===== src/include/tlic_pkg.sv =====
// Shared constants and types for the two-level interrupt controller.
package tlic_pkg;

  ////////////////////////////////////////////////////////////////////////////
  // Machine cycle timing
  localparam int OSC_PER_STATE = 2;
  localparam int STATES_PER_CYCLE = 6;
  localparam int OSC_PER_CYCLE = OSC_PER_STATE * STATES_PER_CYCLE;
  localparam int SAMPLE_STATE_NUM = 5;

  typedef enum logic [5:0] {
    TLIC_S1 = 6'h01,
    TLIC_S2 = 6'h02,
    TLIC_S3 = 6'h04,
    TLIC_S4 = 6'h08,
    TLIC_S5 = 6'h10,
    TLIC_S6 = 6'h20
  } tlic_state_type;

  ////////////////////////////////////////////////////////////////////////////
  // Sources, in polling order (index 0 polled first)
  localparam int NUM_SRC_MAX = 6;
  localparam int SRC_EXT0 = 0;
  localparam int SRC_TIMER0 = 1;
  localparam int SRC_EXT1 = 2;
  localparam int SRC_TIMER1 = 3;
  localparam int SRC_SERIAL = 4;
  localparam int SRC_TIMER2 = 5;

  ////////////////////////////////////////////////////////////////////////////
  // Field positions of the enable and priority registers
  localparam int GLOBAL_ENABLE_BIT = 7;
  localparam int PRIO_DISABLE_BIT = 7;
  localparam int RESERVED_BIT = 6;
  // Enable/priority bit of each source, indexed by polling position
  localparam logic [2:0] SRC_BIT_POS [NUM_SRC_MAX] = '{3'h0, 3'h1, 3'h2, 3'h3, 3'h4, 3'h5};

  ////////////////////////////////////////////////////////////////////////////
  // Register map (byte addresses on the bus)
  localparam logic [7:0] ADDR_ENABLE = 8'h00;
  localparam logic [7:0] ADDR_PRIORITY = 8'h04;
  localparam logic [7:0] ADDR_STATUS = 8'h08;
  localparam logic [7:0] ADDR_MASK = 8'h0C;
  localparam logic [7:0] ADDR_CORE = 8'h10;
  localparam logic [7:0] ADDR_VECTOR = 8'h14;

  localparam logic [7:0] ENABLE_RESET = 8'h00;
  localparam logic [7:0] PRIORITY_RESET = 8'h00;
  localparam logic [2:0] STATUS_RESET = 3'h0;
  localparam logic [2:0] MASK_RESET = 3'h0;

  // Status / mask bits
  localparam int EV_CALL = 0;
  localparam int EV_RETURN = 1;
  localparam int EV_PLAIN_RETURN = 2;
  localparam int EV_WIDTH = 3;

  ////////////////////////////////////////////////////////////////////////////
  // Service start addresses: base plus stride times polling position
  localparam logic [15:0] VECTOR_BASE = 16'h0003;
  localparam logic [15:0] VECTOR_STRIDE = 16'h0008;

endpackage : tlic_pkg


===== src/hw/tlic_cycle_gen.sv =====
// Machine cycle sequencer: six states of two oscillator periods each.
module tlic_cycle_gen (
  input wire logic clk_sys,
  input wire logic rst_n,
  output tlic_pkg::tlic_state_type state_o,
  output logic phase2_o,
  output logic sample_en_o,
  output logic poll_en_o
);

  tlic_pkg::tlic_state_type state_q;
  logic phase2_q;

  ////////////////////////////////////////////////////////////////////////////
  // Phase toggles every oscillator period; state steps after phase 2
  always_ff @(posedge clk_sys or negedge rst_n) begin
    if (!rst_n) begin
      phase2_q <= 1'b0;
    end else begin
      phase2_q <= ~phase2_q;
    end
  end

  always_ff @(posedge clk_sys or negedge rst_n) begin
    if (!rst_n) begin
      state_q <= tlic_pkg::TLIC_S1;
    end else if (phase2_q) begin
      unique case (state_q)
        tlic_pkg::TLIC_S1: state_q <= tlic_pkg::TLIC_S2;
        tlic_pkg::TLIC_S2: state_q <= tlic_pkg::TLIC_S3;
        tlic_pkg::TLIC_S3: state_q <= tlic_pkg::TLIC_S4;
        tlic_pkg::TLIC_S4: state_q <= tlic_pkg::TLIC_S5;
        tlic_pkg::TLIC_S5: state_q <= tlic_pkg::TLIC_S6;
        tlic_pkg::TLIC_S6: state_q <= tlic_pkg::TLIC_S1;
        default: state_q <= tlic_pkg::TLIC_S1;
      endcase
    end
  end

  assign state_o = state_q;
  assign phase2_o = phase2_q;
  // Last period of S5: flags are latched here
  assign sample_en_o = (state_q == tlic_pkg::TLIC_S5) && phase2_q;
  // First period of the next cycle: latched samples are polled
  assign poll_en_o = (state_q == tlic_pkg::TLIC_S1) && !phase2_q;

endmodule : tlic_cycle_gen


===== src/hw/tlic_poll_pick.sv =====
// Two-level priority resolver with fixed polling order inside a level.
module tlic_poll_pick #(
  parameter int NUM_SRC = 6
) (
  input wire logic [NUM_SRC-1:0] sample_i,
  input wire logic [7:0] enable_i,
  input wire logic [7:0] priority_i,
  input wire logic prio_off_i,
  input wire logic high_busy_i,
  input wire logic low_busy_i,
  output logic valid_o,
  output logic [2:0] index_o,
  output logic high_o
);

  // Lowest set bit wins: index 0 is polled first
  function automatic logic [2:0] first_set(input logic [NUM_SRC-1:0] vec);
    logic [2:0] idx;
    idx = 3'h0;
    for (int i = NUM_SRC - 1; i >= 0; i--) begin
      if (vec[i]) begin
        idx = 3'(i);
      end
    end
    return idx;
  endfunction : first_set

  logic [NUM_SRC-1:0] armed;
  logic [NUM_SRC-1:0] high_req;
  logic [NUM_SRC-1:0] low_req;

  always_comb begin
    armed = '0;
    high_req = '0;
    for (int i = 0; i < NUM_SRC; i++) begin
      armed[i] = sample_i[i] && enable_i[tlic_pkg::SRC_BIT_POS[i]]
        && enable_i[tlic_pkg::GLOBAL_ENABLE_BIT];
      // With priority logic stopped every source counts as low level
      high_req[i] = armed[i] && priority_i[tlic_pkg::SRC_BIT_POS[i]]
        && !prio_off_i;
    end
    low_req = armed & ~high_req;
  end

  always_comb begin
    valid_o = 1'b0;
    index_o = 3'h0;
    high_o = 1'b0;
    if (high_busy_i) begin
      valid_o = 1'b0;
    end else if (|high_req) begin
      valid_o = 1'b1;
      index_o = first_set(high_req);
      high_o = 1'b1;
    end else if (|low_req && !low_busy_i) begin
      valid_o = 1'b1;
      index_o = first_set(low_req);
    end
  end

endmodule : tlic_poll_pick


===== src/hw/tlic_top.sv =====
// Two-level vectored interrupt controller with a classic Wishbone register slave.
//
// Function
// - Machine cycle is six states S1..S6, two oscillator periods each.
// - Five sources, plus a sixth for the third timer on larger variants.
// - Enable register bit 7 gates every request globally.
// - Enable bits 5..0 enable timer2, serial, timer1, ext1, timer0, ext0.
// - Priority bits at the same positions; one selects the high level.
// - Low-level routine is preempted only by a high-level request.
// - Nothing vectors while a high-level routine is in progress.
// - Among pending levels the higher level is serviced first.
// - Within a level a fixed polling order picks the winner.
// - Flags latched in state 5, evaluated in the next machine cycle.
// - Enabled unblocked sample makes the core long-call the source's fixed vector.
// - Requests blocked while equal or higher level routine runs.
// - The call pushes only the program counter and loads the vector.
// - Return from interrupt clears the in-progress flag of the served level.
// - Priority register bit 7 set stops priority; only enables then matter.
// - Return with nothing in progress acts as an ordinary return.
module tlic_top #(
  parameter int NUM_SRC = 6,
  parameter bit HAS_PRIO_DISABLE = 1'b1
) (
  input wire logic clk_sys,
  input wire logic rst_n,
  // Classic Wishbone slave
  input wire logic wb_cyc_i,
  input wire logic wb_stb_i,
  input wire logic wb_we_i,
  input wire logic [7:0] wb_adr_i,
  input wire logic [3:0] wb_sel_i,
  input wire logic [31:0] wb_dat_i,
  output logic [31:0] wb_dat_o,
  output logic wb_ack_o,
  // Request flags from timers, serial port and external input logic
  input wire logic [NUM_SRC-1:0] src_flag_i,
  // Hardware call towards the core
  output logic call_req_o,
  output logic [15:0] call_vector_o,
  output logic [2:0] call_source_o,
  output logic call_high_o,
  input wire logic call_ack_i,
  // Return-from-interrupt executed by the core
  input wire logic return_from_interrupt_i,
  output logic plain_return_o,
  // Status towards the core and the system
  output logic high_in_progress_o,
  output logic low_in_progress_o,
  output logic [5:0] machine_state_o,
  output logic irq_o
);

  ////////////////////////////////////////////////////////////////////////////
  // Writable bits: reserved bit 6 never stored, absent sources dropped
  localparam logic [7:0] SRC_MASK = 8'((1 << NUM_SRC) - 1);
  localparam logic [7:0] ENABLE_WMASK = SRC_MASK
    | (8'h01 << tlic_pkg::GLOBAL_ENABLE_BIT);
  localparam logic [7:0] PRIORITY_WMASK = SRC_MASK
    | (HAS_PRIO_DISABLE ? (8'h01 << tlic_pkg::PRIO_DISABLE_BIT) : 8'h00);

  function automatic logic [15:0] vector_of(input logic [2:0] idx);
    return 16'(tlic_pkg::VECTOR_BASE + 16'(idx) * tlic_pkg::VECTOR_STRIDE);
  endfunction : vector_of

  ////////////////////////////////////////////////////////////////////////////
  // Machine cycle sequencer
  tlic_pkg::tlic_state_type state;
  logic phase2;
  logic sample_en;
  logic poll_en;

  tlic_cycle_gen u_cycle (
    .clk_sys(clk_sys),
    .rst_n(rst_n),
    .state_o(state),
    .phase2_o(phase2),
    .sample_en_o(sample_en),
    .poll_en_o(poll_en)
  );

  assign machine_state_o = state;

  ////////////////////////////////////////////////////////////////////////////
  // Register state
  logic [7:0] enable_q;
  logic [7:0] priority_q;
  logic [tlic_pkg::EV_WIDTH-1:0] status_q;
  logic [tlic_pkg::EV_WIDTH-1:0] mask_q;
  logic [NUM_SRC-1:0] sample_q;
  logic high_busy_q;
  logic low_busy_q;
  logic call_req_q;
  logic [15:0] call_vector_q;
  logic [2:0] call_source_q;
  logic call_high_q;
  logic plain_return_q;
  logic wb_ack_q;
  logic [31:0] wb_dat_q;

  ////////////////////////////////////////////////////////////////////////////
  // Bus decode
  logic bus_req;
  logic bus_write;
  logic bus_read;
  logic lane0;

  assign bus_req = wb_cyc_i && wb_stb_i;
  // Write lands on the edge the master sees ack
  assign bus_write = bus_req && wb_we_i && wb_ack_q;
  assign bus_read = bus_req && !wb_we_i && !wb_ack_q;
  assign lane0 = wb_sel_i[0];

  always_ff @(posedge clk_sys or negedge rst_n) begin
    if (!rst_n) begin
      wb_ack_q <= 1'b0;
    end else begin
      wb_ack_q <= bus_req && !wb_ack_q;
    end
  end

  assign wb_ack_o = wb_ack_q;

  ////////////////////////////////////////////////////////////////////////////
  // Enable and priority registers
  always_ff @(posedge clk_sys or negedge rst_n) begin
    if (!rst_n) begin
      enable_q <= tlic_pkg::ENABLE_RESET;
    end else if (bus_write && lane0 && wb_adr_i == tlic_pkg::ADDR_ENABLE) begin
      enable_q <= wb_dat_i[7:0] & ENABLE_WMASK;
    end
  end

  always_ff @(posedge clk_sys or negedge rst_n) begin
    if (!rst_n) begin
      priority_q <= tlic_pkg::PRIORITY_RESET;
    end else if (bus_write && lane0 && wb_adr_i == tlic_pkg::ADDR_PRIORITY) begin
      priority_q <= wb_dat_i[7:0] & PRIORITY_WMASK;
    end
  end

  ////////////////////////////////////////////////////////////////////////////
  // Flag sampling: flags are same-clock logic, no synchroniser needed
  always_ff @(posedge clk_sys or negedge rst_n) begin
    if (!rst_n) begin
      sample_q <= '0;
    end else if (sample_en) begin
      sample_q <= src_flag_i;
    end
  end

  ////////////////////////////////////////////////////////////////////////////
  // Poll and pick
  logic pick_valid;
  logic [2:0] pick_index;
  logic pick_high;
  logic issue;

  tlic_poll_pick #(
    .NUM_SRC(NUM_SRC)
  ) u_pick (
    .sample_i(sample_q),
    .enable_i(enable_q),
    .priority_i(priority_q),
    .prio_off_i(priority_q[tlic_pkg::PRIO_DISABLE_BIT]),
    .high_busy_i(high_busy_q),
    .low_busy_i(low_busy_q),
    .valid_o(pick_valid),
    .index_o(pick_index),
    .high_o(pick_high)
  );

  // One call at a time; a poll while the core still owes an ack is skipped
  assign issue = poll_en && pick_valid && !call_req_q;

  ////////////////////////////////////////////////////////////////////////////
  // Hardware call towards the core
  always_ff @(posedge clk_sys or negedge rst_n) begin
    if (!rst_n) begin
      call_req_q <= 1'b0;
    end else if (issue) begin
      call_req_q <= 1'b1;
    end else if (call_ack_i) begin
      call_req_q <= 1'b0;
    end
  end

  // Core pushes the program counter only, then jumps to the vector
  always_ff @(posedge clk_sys or negedge rst_n) begin
    if (!rst_n) begin
      call_vector_q <= 16'h0000;
      call_source_q <= 3'h0;
      call_high_q <= 1'b0;
    end else if (issue) begin
      call_vector_q <= vector_of(pick_index);
      call_source_q <= pick_index;
      call_high_q <= pick_high;
    end
  end

  assign call_req_o = call_req_q;
  assign call_vector_o = call_vector_q;
  assign call_source_o = call_source_q;
  assign call_high_o = call_high_q;

  ////////////////////////////////////////////////////////////////////////////
  // In-progress flags; a new call sets before a same-cycle return clears
  logic ret_high;
  logic ret_low;
  logic ret_plain;

  // The high level finishes first: it is always the innermost routine
  assign ret_high = return_from_interrupt_i && high_busy_q;
  assign ret_low = return_from_interrupt_i && !high_busy_q && low_busy_q;
  assign ret_plain = return_from_interrupt_i && !high_busy_q && !low_busy_q;

  always_ff @(posedge clk_sys or negedge rst_n) begin
    if (!rst_n) begin
      high_busy_q <= 1'b0;
    end else if (issue && pick_high) begin
      high_busy_q <= 1'b1;
    end else if (ret_high) begin
      high_busy_q <= 1'b0;
    end
  end

  always_ff @(posedge clk_sys or negedge rst_n) begin
    if (!rst_n) begin
      low_busy_q <= 1'b0;
    end else if (issue && !pick_high) begin
      low_busy_q <= 1'b1;
    end else if (ret_low) begin
      low_busy_q <= 1'b0;
    end
  end

  // Nothing to clear: the core treats it as an ordinary return
  always_ff @(posedge clk_sys or negedge rst_n) begin
    if (!rst_n) begin
      plain_return_q <= 1'b0;
    end else begin
      plain_return_q <= ret_plain;
    end
  end

  assign plain_return_o = plain_return_q;
  assign high_in_progress_o = high_busy_q;
  assign low_in_progress_o = low_busy_q;

  ////////////////////////////////////////////////////////////////////////////
  // Event status, mask and interrupt line
  logic [tlic_pkg::EV_WIDTH-1:0] events;
  logic [tlic_pkg::EV_WIDTH-1:0] status_clr;

  always_comb begin
    events = '0;
    events[tlic_pkg::EV_CALL] = issue;
    events[tlic_pkg::EV_RETURN] = ret_high || ret_low;
    events[tlic_pkg::EV_PLAIN_RETURN] = ret_plain;
  end

  assign status_clr = (bus_write && lane0 && wb_adr_i == tlic_pkg::ADDR_STATUS)
    ? wb_dat_i[tlic_pkg::EV_WIDTH-1:0] : '0;

  // Set wins over a write-one-to-clear in the same cycle
  always_ff @(posedge clk_sys or negedge rst_n) begin
    if (!rst_n) begin
      status_q <= tlic_pkg::STATUS_RESET;
    end else begin
      status_q <= (status_q & ~status_clr) | events;
    end
  end

  always_ff @(posedge clk_sys or negedge rst_n) begin
    if (!rst_n) begin
      mask_q <= tlic_pkg::MASK_RESET;
    end else if (bus_write && lane0 && wb_adr_i == tlic_pkg::ADDR_MASK) begin
      mask_q <= wb_dat_i[tlic_pkg::EV_WIDTH-1:0];
    end
  end

  assign irq_o = |(status_q & mask_q);

  ////////////////////////////////////////////////////////////////////////////
  // Read data, captured when ack is raised; unmapped reads return zero
  logic [31:0] rd_data;

  always_comb begin
    rd_data = 32'h0000_0000;
    unique case (wb_adr_i)
      tlic_pkg::ADDR_ENABLE: rd_data[7:0] = enable_q;
      tlic_pkg::ADDR_PRIORITY: rd_data[7:0] = priority_q;
      tlic_pkg::ADDR_STATUS: rd_data[tlic_pkg::EV_WIDTH-1:0] = status_q;
      tlic_pkg::ADDR_MASK: rd_data[tlic_pkg::EV_WIDTH-1:0] = mask_q;
      tlic_pkg::ADDR_CORE: begin
        rd_data[0] = high_busy_q;
        rd_data[1] = low_busy_q;
        rd_data[2] = call_req_q;
        rd_data[3] = phase2;
        rd_data[13:8] = state;
        rd_data[16 +: NUM_SRC] = sample_q;
      end
      tlic_pkg::ADDR_VECTOR: begin
        rd_data[15:0] = call_vector_q;
        rd_data[18:16] = call_source_q;
        rd_data[20] = call_high_q;
      end
      default: rd_data = 32'h0000_0000;
    endcase
  end

  always_ff @(posedge clk_sys or negedge rst_n) begin
    if (!rst_n) begin
      wb_dat_q <= 32'h0000_0000;
    end else if (bus_read) begin
      wb_dat_q <= rd_data;
    end
  end

  assign wb_dat_o = wb_dat_q;

endmodule : tlic_top


===== config.mk =====
export PLATFORM = sky130hd
export DESIGN_NAME = tlic_top
export DESIGN_NICKNAME = d
export VERILOG_FILES = /design/src/include/tlic_pkg.sv /design/src/hw/tlic_cycle_gen.sv /design/src/hw/tlic_poll_pick.sv /design/src/hw/tlic_top.sv
export SDC_FILE = /design/constraint.sdc
export NUM_CORES = 1
export LEC_CHECK = 0
export ABC_AREA = 1
export BUFFER_PORTS_ARGS = -buffer_cell sky130_fd_sc_hd__buf_2
export CELL_PAD_IN_SITES_DETAIL_PLACEMENT = 2
export CELL_PAD_IN_SITES_GLOBAL_PLACEMENT = 2
export CORE_ASPECT_RATIO = 1.4
export CORE_MARGIN = 3
export CORE_UTILIZATION = 27
export DETAILED_ROUTE_END_ITERATION = 16
export GPL_TIMING_DRIVEN = 0
export HOLD_SLACK_MARGIN = 0.15
export PLACE_DENSITY_LB_ADDON = 0.1
export REMOVE_ABC_BUFFERS = 1
export SYNTH_ARGS = -nofsm -noshare
export SYNTH_HDL_FRONTEND = slang
export SYNTH_SLANG_ARGS = --single-unit

===== constraint.sdc =====
create_clock -name clk_sys -period 1.9 [get_ports clk_sys]
set_input_delay 0.095 -clock clk_sys [delete_from_list [all_inputs] [get_ports clk_sys]]
set_output_delay 0.095 -clock clk_sys [all_outputs]
set_load 0.01 [all_outputs]

[Word-level counts from Yosys, hierarchy flattened]
Cells that the tools add are included.
Operators by class
  bitwise operators: 7
  add/sub/neg operators: 1
  reduce and logical (&&, ||, !) cells: 62
  equality and inequality tests: 10
  mux-type cells: 37
Operator list (count)
  two-way mux 3 bit: 16
  logical AND 1 bit: 46
  case mux 6 bit (5 select lines): 1
  case mux 3 bit (6 select lines): 1
  == test 8 x 4 -> 1 bit, second input constant: 2
  == test 8 x 5 -> 1 bit, second input constant: 2
  two-way mux 1 bit: 13
  case mux 4 bit (3 select lines): 1
  case mux 6 bit (2 select lines): 1
  OR reduction 6 bit: 2
  == test 8 x 3 -> 1 bit, second input constant: 1
  zero test 1 bit: 8
  zero test 8 bit: 1
  adder 2 x 6 -> 7 bit, first input constant: 1
  bitwise AND 3 bit: 2
  bitwise AND 6 bit: 1
  == test 6 x 1 -> 1 bit, second input constant: 1
  == test 6 x 2 -> 1 bit, second input constant: 1
  == test 6 x 3 -> 1 bit, second input constant: 1
  == test 6 x 4 -> 1 bit, second input constant: 1
  == test 6 x 5 -> 1 bit, second input constant: 1
  NOT 6 bit: 1
  case mux 3 bit (2 select lines): 1
  nonzero test 2 bit: 3
  8 further kinds: 8
Word-level totals
  register bits after elaboration: 80
  logic and storage cells: 133
  output and inout bits: 64

[Logic depth before layout (Yosys ltp)]
  depth after elaboration: 16
  gate-level depth with buffers: 12
  depth with buffers taken out: 12

[Modules after synthesis]
Synthesis repeated with hierarchy kept, for this count alone.
Unflattened totals
  cells, all modules: 465
  area, all modules: 3594.7 µm²
By module, submodules not included
  tlic_top: seq. area each 1376.3 µm², times used 1, area each 2855.2 µm², cells an instance 325
  tlic_poll_pick: seq. area each 0.0 µm², times used 1, area each 381.6 µm², cells an instance 94
  tlic_cycle_gen: seq. area each 176.4 µm², times used 1, area each 357.8 µm², cells an instance 46

[Least setup slack after synthesis]
No wires, ideal clock.
  path type: register to register
  start point: register u_cycle.state_q[2], in the netlist u_cycle.state_o[2]
  end point: register sample_q[1]
  cell stages (with the launch flop): 6
  data required time: 1.775 ns
  path buffers: 1
  data arrival time: 1.355 ns
  setup slack: 0.420 ns
  path through: dfrtp_1 -> nor2_1 -> nand4_1 -> or2_1 -> buf_4 -> mux2_4
Between the ends
  longest elaborated chain between the ends: 2
Ends and longest elaborated chain
  start: declaration: line tlic_cycle_gen.sv:11  | tlic_pkg::tlic_state_type state_q;
  start signal: assignment: line tlic_cycle_gen.sv:26  | state_q <= tlic_pkg::TLIC_S1;
  start signal: assignment: line tlic_cycle_gen.sv:29  | tlic_pkg::TLIC_S1: state_q <= tlic_pkg::TLIC_S2;
  start signal: assignment: line tlic_cycle_gen.sv:30  | tlic_pkg::TLIC_S2: state_q <= tlic_pkg::TLIC_S3;
  == test 6 x 5 -> 1 bit: line tlic_cycle_gen.sv:43  | assign sample_en_o = (state_q == tlic_pkg::TLIC_S5) && phase2_q;
  logical AND 1 bit: line tlic_cycle_gen.sv:43
  end signal: assignment: line tlic_top.sv:147  | sample_q <= src_flag_i;
  end: declaration: line tlic_top.sv:89  | logic [NUM_SRC-1:0] sample_q;
Every way passes these cells.
A chain may end at the register's enable or synchronous reset.

[Worst setup path in the final report]
Same ends and word-level chain as after synthesis.

==> results.md <==
* Critical path's largest stage delay at 0.46 ns
* Max_slew headroom at 45.7%
* Clock Power Share at 50.6%
* Synth area leaders: dfrtp_1 (46%), nand2_1 (14%), buf_4 (6.6%)
* TritonCTS Buffers at 9
* Synthesis warning total at 0
* Tmin final at 1.76 ns
* Leakage at 0.00215 uW
* DRC at 0
* Count of final setup violators at 0
* Worst skew pair latency at 0.33 ns
* Die area at 13700 um^2
* Hold Slack at 0.198 ns
* Pre-antenna DRT Iters at 4
* Accumulated negative setup slack at 0 ns
* Chip width at 99.6 um
* Unrepaired setup endpoints after global routing: no
* Clk buf depth at 2
* Run status: completed
* CTS tree: yes
* Final wirelength at 10.7 mm
* Met1 WL at 4.32 mm
* Gr usage total at 16.8%
* ANT nets after route at 0
* Post-synthesis sequential area ratio at 46.8%
* Synth area leader: dfrtp_1
* Max-slew violation count at 0
* IO Pins at 121
* Syn_area_per_cell at 8.04 um^2
* Port buffer count at 68
* Clock Tree Root: clkbuf_16
* Worst Path Required at 2.12 ns
* Pre-CTS WS at -0.282 ns
* Iter 0 DRT Violations at 50
* Cells after Synth at 412
* Clk sinks at 62
* Cell Area, Synth at 3310 um^2
* Metal3 WL at 373 um
* H-tree depth at 3
* Fill count at 1421
* Post-route clock skew at 0.00728 ns
* Max cap viols at 0
* Wire length on met2 at 5.81 mm
* Worst vdd ir at 0.000354 V
* Switching pwr at 756 uW
* First-pass GRT wire length at 17.3 mm
* GRT Residual Overflow at 0
* Layout area overhead at 27.0%
* Fin nets at 558
* Setup slack after layout at 0.143 ns
* Row cnt at 47
* Clock Pin Slew Worst Setup and Hold Paths at 0.06 ns
* Vias after detailed routing at 2988
* # diodes at 0
* Die H at 137 um
* Crit end category: flip-flop
* Proportion of layout cells with a drive suffix above 1 at 24.7%
* Worst path slowest cell: or2_2
* Reg2reg setup slack at 0.14 ns
* CP delay by family, top: simple AND/OR/NAND/NOR gates
* Seq cells post-synth at 62
* Switch share at 23.7%
* GPL Wtd Cong at 0.813
* Placed cells at 614
* Worst setup path class: flip-flop to flip-flop
* Layout Cells excl Fill at 653
* Least-Margin Pin Slew at 0.815 ns
* DP Wirelength at 8.05 mm
* FMAX at 569 MHz
* Crit-path cells: nor2_1 -> nand4_1 -> or2_2 -> mux2_4
* Starting Density at 27.8%
* Flop pwr share at 42.8%
* Critical path peak fanout at 9
* Final period utilization at 92.5%
* Internal at 2430 uW
* Power per cell area at 758 nW/um^2
* CP Buf/Inv Count at 0
* Yosys top cell area share at 46.1%
* Unique masters post-synth at 35
* Worst EP arrival at 1.97 ns
* Drt wl/cell at 16.4 um
* Total core area at 11900 um^2
* Vias in the first global route at 3225
* Top Metal Used: met4
* Gate power share at 6.6%
* Initial antenna violation count at 0
* Largest net degree at the start of global routing at 63
* Post-layout util at 35.3%
* Min-delay worst type: primary input to flip-flop
* Vias per cell at 4.58
* CP startpoint kind: flip-flop
* Final Hold Fails at 0
-- cells by family (layout without fill, tap and decap cells) --
group	count (synthesis)	in the layout	share of synthesized area (%)
other cells	1	24	0.113
mux	4	4	1.81
buf+inv	80	151	13.2
compound gates	64	64	11.6
simple gates	201	201	26.5
flops	62	62	46.8
-- power by group through the flow --
stage,clock network [uW],logic [uW],registers [uW]
floorplan,0,71.8,1390
global placement,0,168,1390
detailed placement,0,172,1390
CTS,1670,215,1370
global route,1730,240,1370
finish,1610,211,1370
-- cell type report --
type	count	area (um^2)	share of cell area, %
repair inverters	1	7.51	0.178
clock buffers	9	225	5.35
multi-input cells	293	1420	33.8
inverters	44	171	4.07
flip-flops and latches	62	1550	36.9
clock inverters	7	65.1	1.55
well taps	147	184	4.37
repair buffers	90	581	13.8
-- repair_timing --
item	4_1_cts	5_1_grt
hold buffers	19	0
gates resized for setup	2	4
pin swaps	1	0
endpoints found under the setup margin	16	16
buffers inserted	3	0
cloned	1	0
endpoints found under the hold margin	92	0
-- Yosys cell counts --
master and count:
buf_2 2, o21ai_2 8, nor4_2 1, nor2_2 3, inv_1 37, o31ai_1 6
nor2_4 2, conb_1 1, nand3_2 1, nand2_4 2, nand2_2 3, o21a_1 1
a31oi_1 3, o211ai_1 1, nor3_1 2, buf_6 3, a21oi_1 4, inv_4 1
o21ai_0 23, nor4_1 1, dfstp_2 1, o22ai_1 6, nand3_1 22, nand2_1 122
o21bai_1 1, nor2_1 34, or2_1 1, inv_2 6, nand4_1 6, nor3_4 1
clkbuf_1 2, o21ai_1 11, mux2_4 4, buf_4 29, dfrtp_1 61
-- final timing paths --
check | start | to | depth (start not counted)
max in group asynchronous | rst_n | enable_q[7] | 2
min in group asynchronous | rst_n | wb_dat_o[9] | 2
max reg2reg | u_cycle.state_o[2] | sample_q[1] | 4
min reg2reg | wb_dat_o[4] | wb_dat_o[4] | 2
min | wb_we_i | wb_dat_o[0] | 5
max | u_cycle.state_o[2] | sample_q[1] | 4
-- stage by stage --
stage | total power (uW) | area (um^2)
final | 3190 | 4210
after global placement | 1560 | 3660
after global routing | 3340 | 4210
after floorplan | 1460 | 3130
after detailed placement | 1560 | 3660
after CTS | 3260 | 4200
-- state kept, by name (all words and copies together), names as in the netlist, 3 cells and up --
signal / cells
call_source_o: 3
priority_q: 7
sample_q: 6
enable_q: 7
u_cycle.state_o: 6
wb_dat_o: 19
mask_q: 3
status_q: 3
-- cells in the final DEF, fill, tap and decap left out, types with 6 or more instances in the layout --
| cell | Yosys | final |
|---|---|---|
| buf_2 | 2 | 67 |
| clkbuf_16 | 0 | 9 |
| conb_1 | 1 | 24 |
| dfrtp_1 | 61 | 60 |
| dlygate4sd3_1 | 0 | 19 |
| inv_1 | 37 | 36 |
| inv_2 | 6 | 6 |
| nand2_1 | 122 | 121 |
| nand3_1 | 22 | 22 |
| nand4_1 | 6 | 6 |
| nor2_1 | 34 | 34 |
| o21ai_0 | 23 | 23 |
| o21ai_1 | 11 | 11 |
| o21ai_2 | 8 | 8 |
| o22ai_1 | 6 | 6 |
| o31ai_1 | 6 | 6 |
-- layer usage --
| metal | track usage [%] | vias up |
|---|---|---|
| li1 | - | 1454 |
| met1 | 18.8 | 1461 |
| met2 | 31.4 | 61 |
| met3 | 3.06 | 12 |
| met4 | 5.92 | 0 |
| met5 | 0 | - |
-- tightest hold or removal path: cells and delay by family --
kind                   cells  cell delay (ns)
buffers and inverters      2             0.25
AND/OR/NAND/NOR            3             0.15
Power figures use the tool's default switching activity.
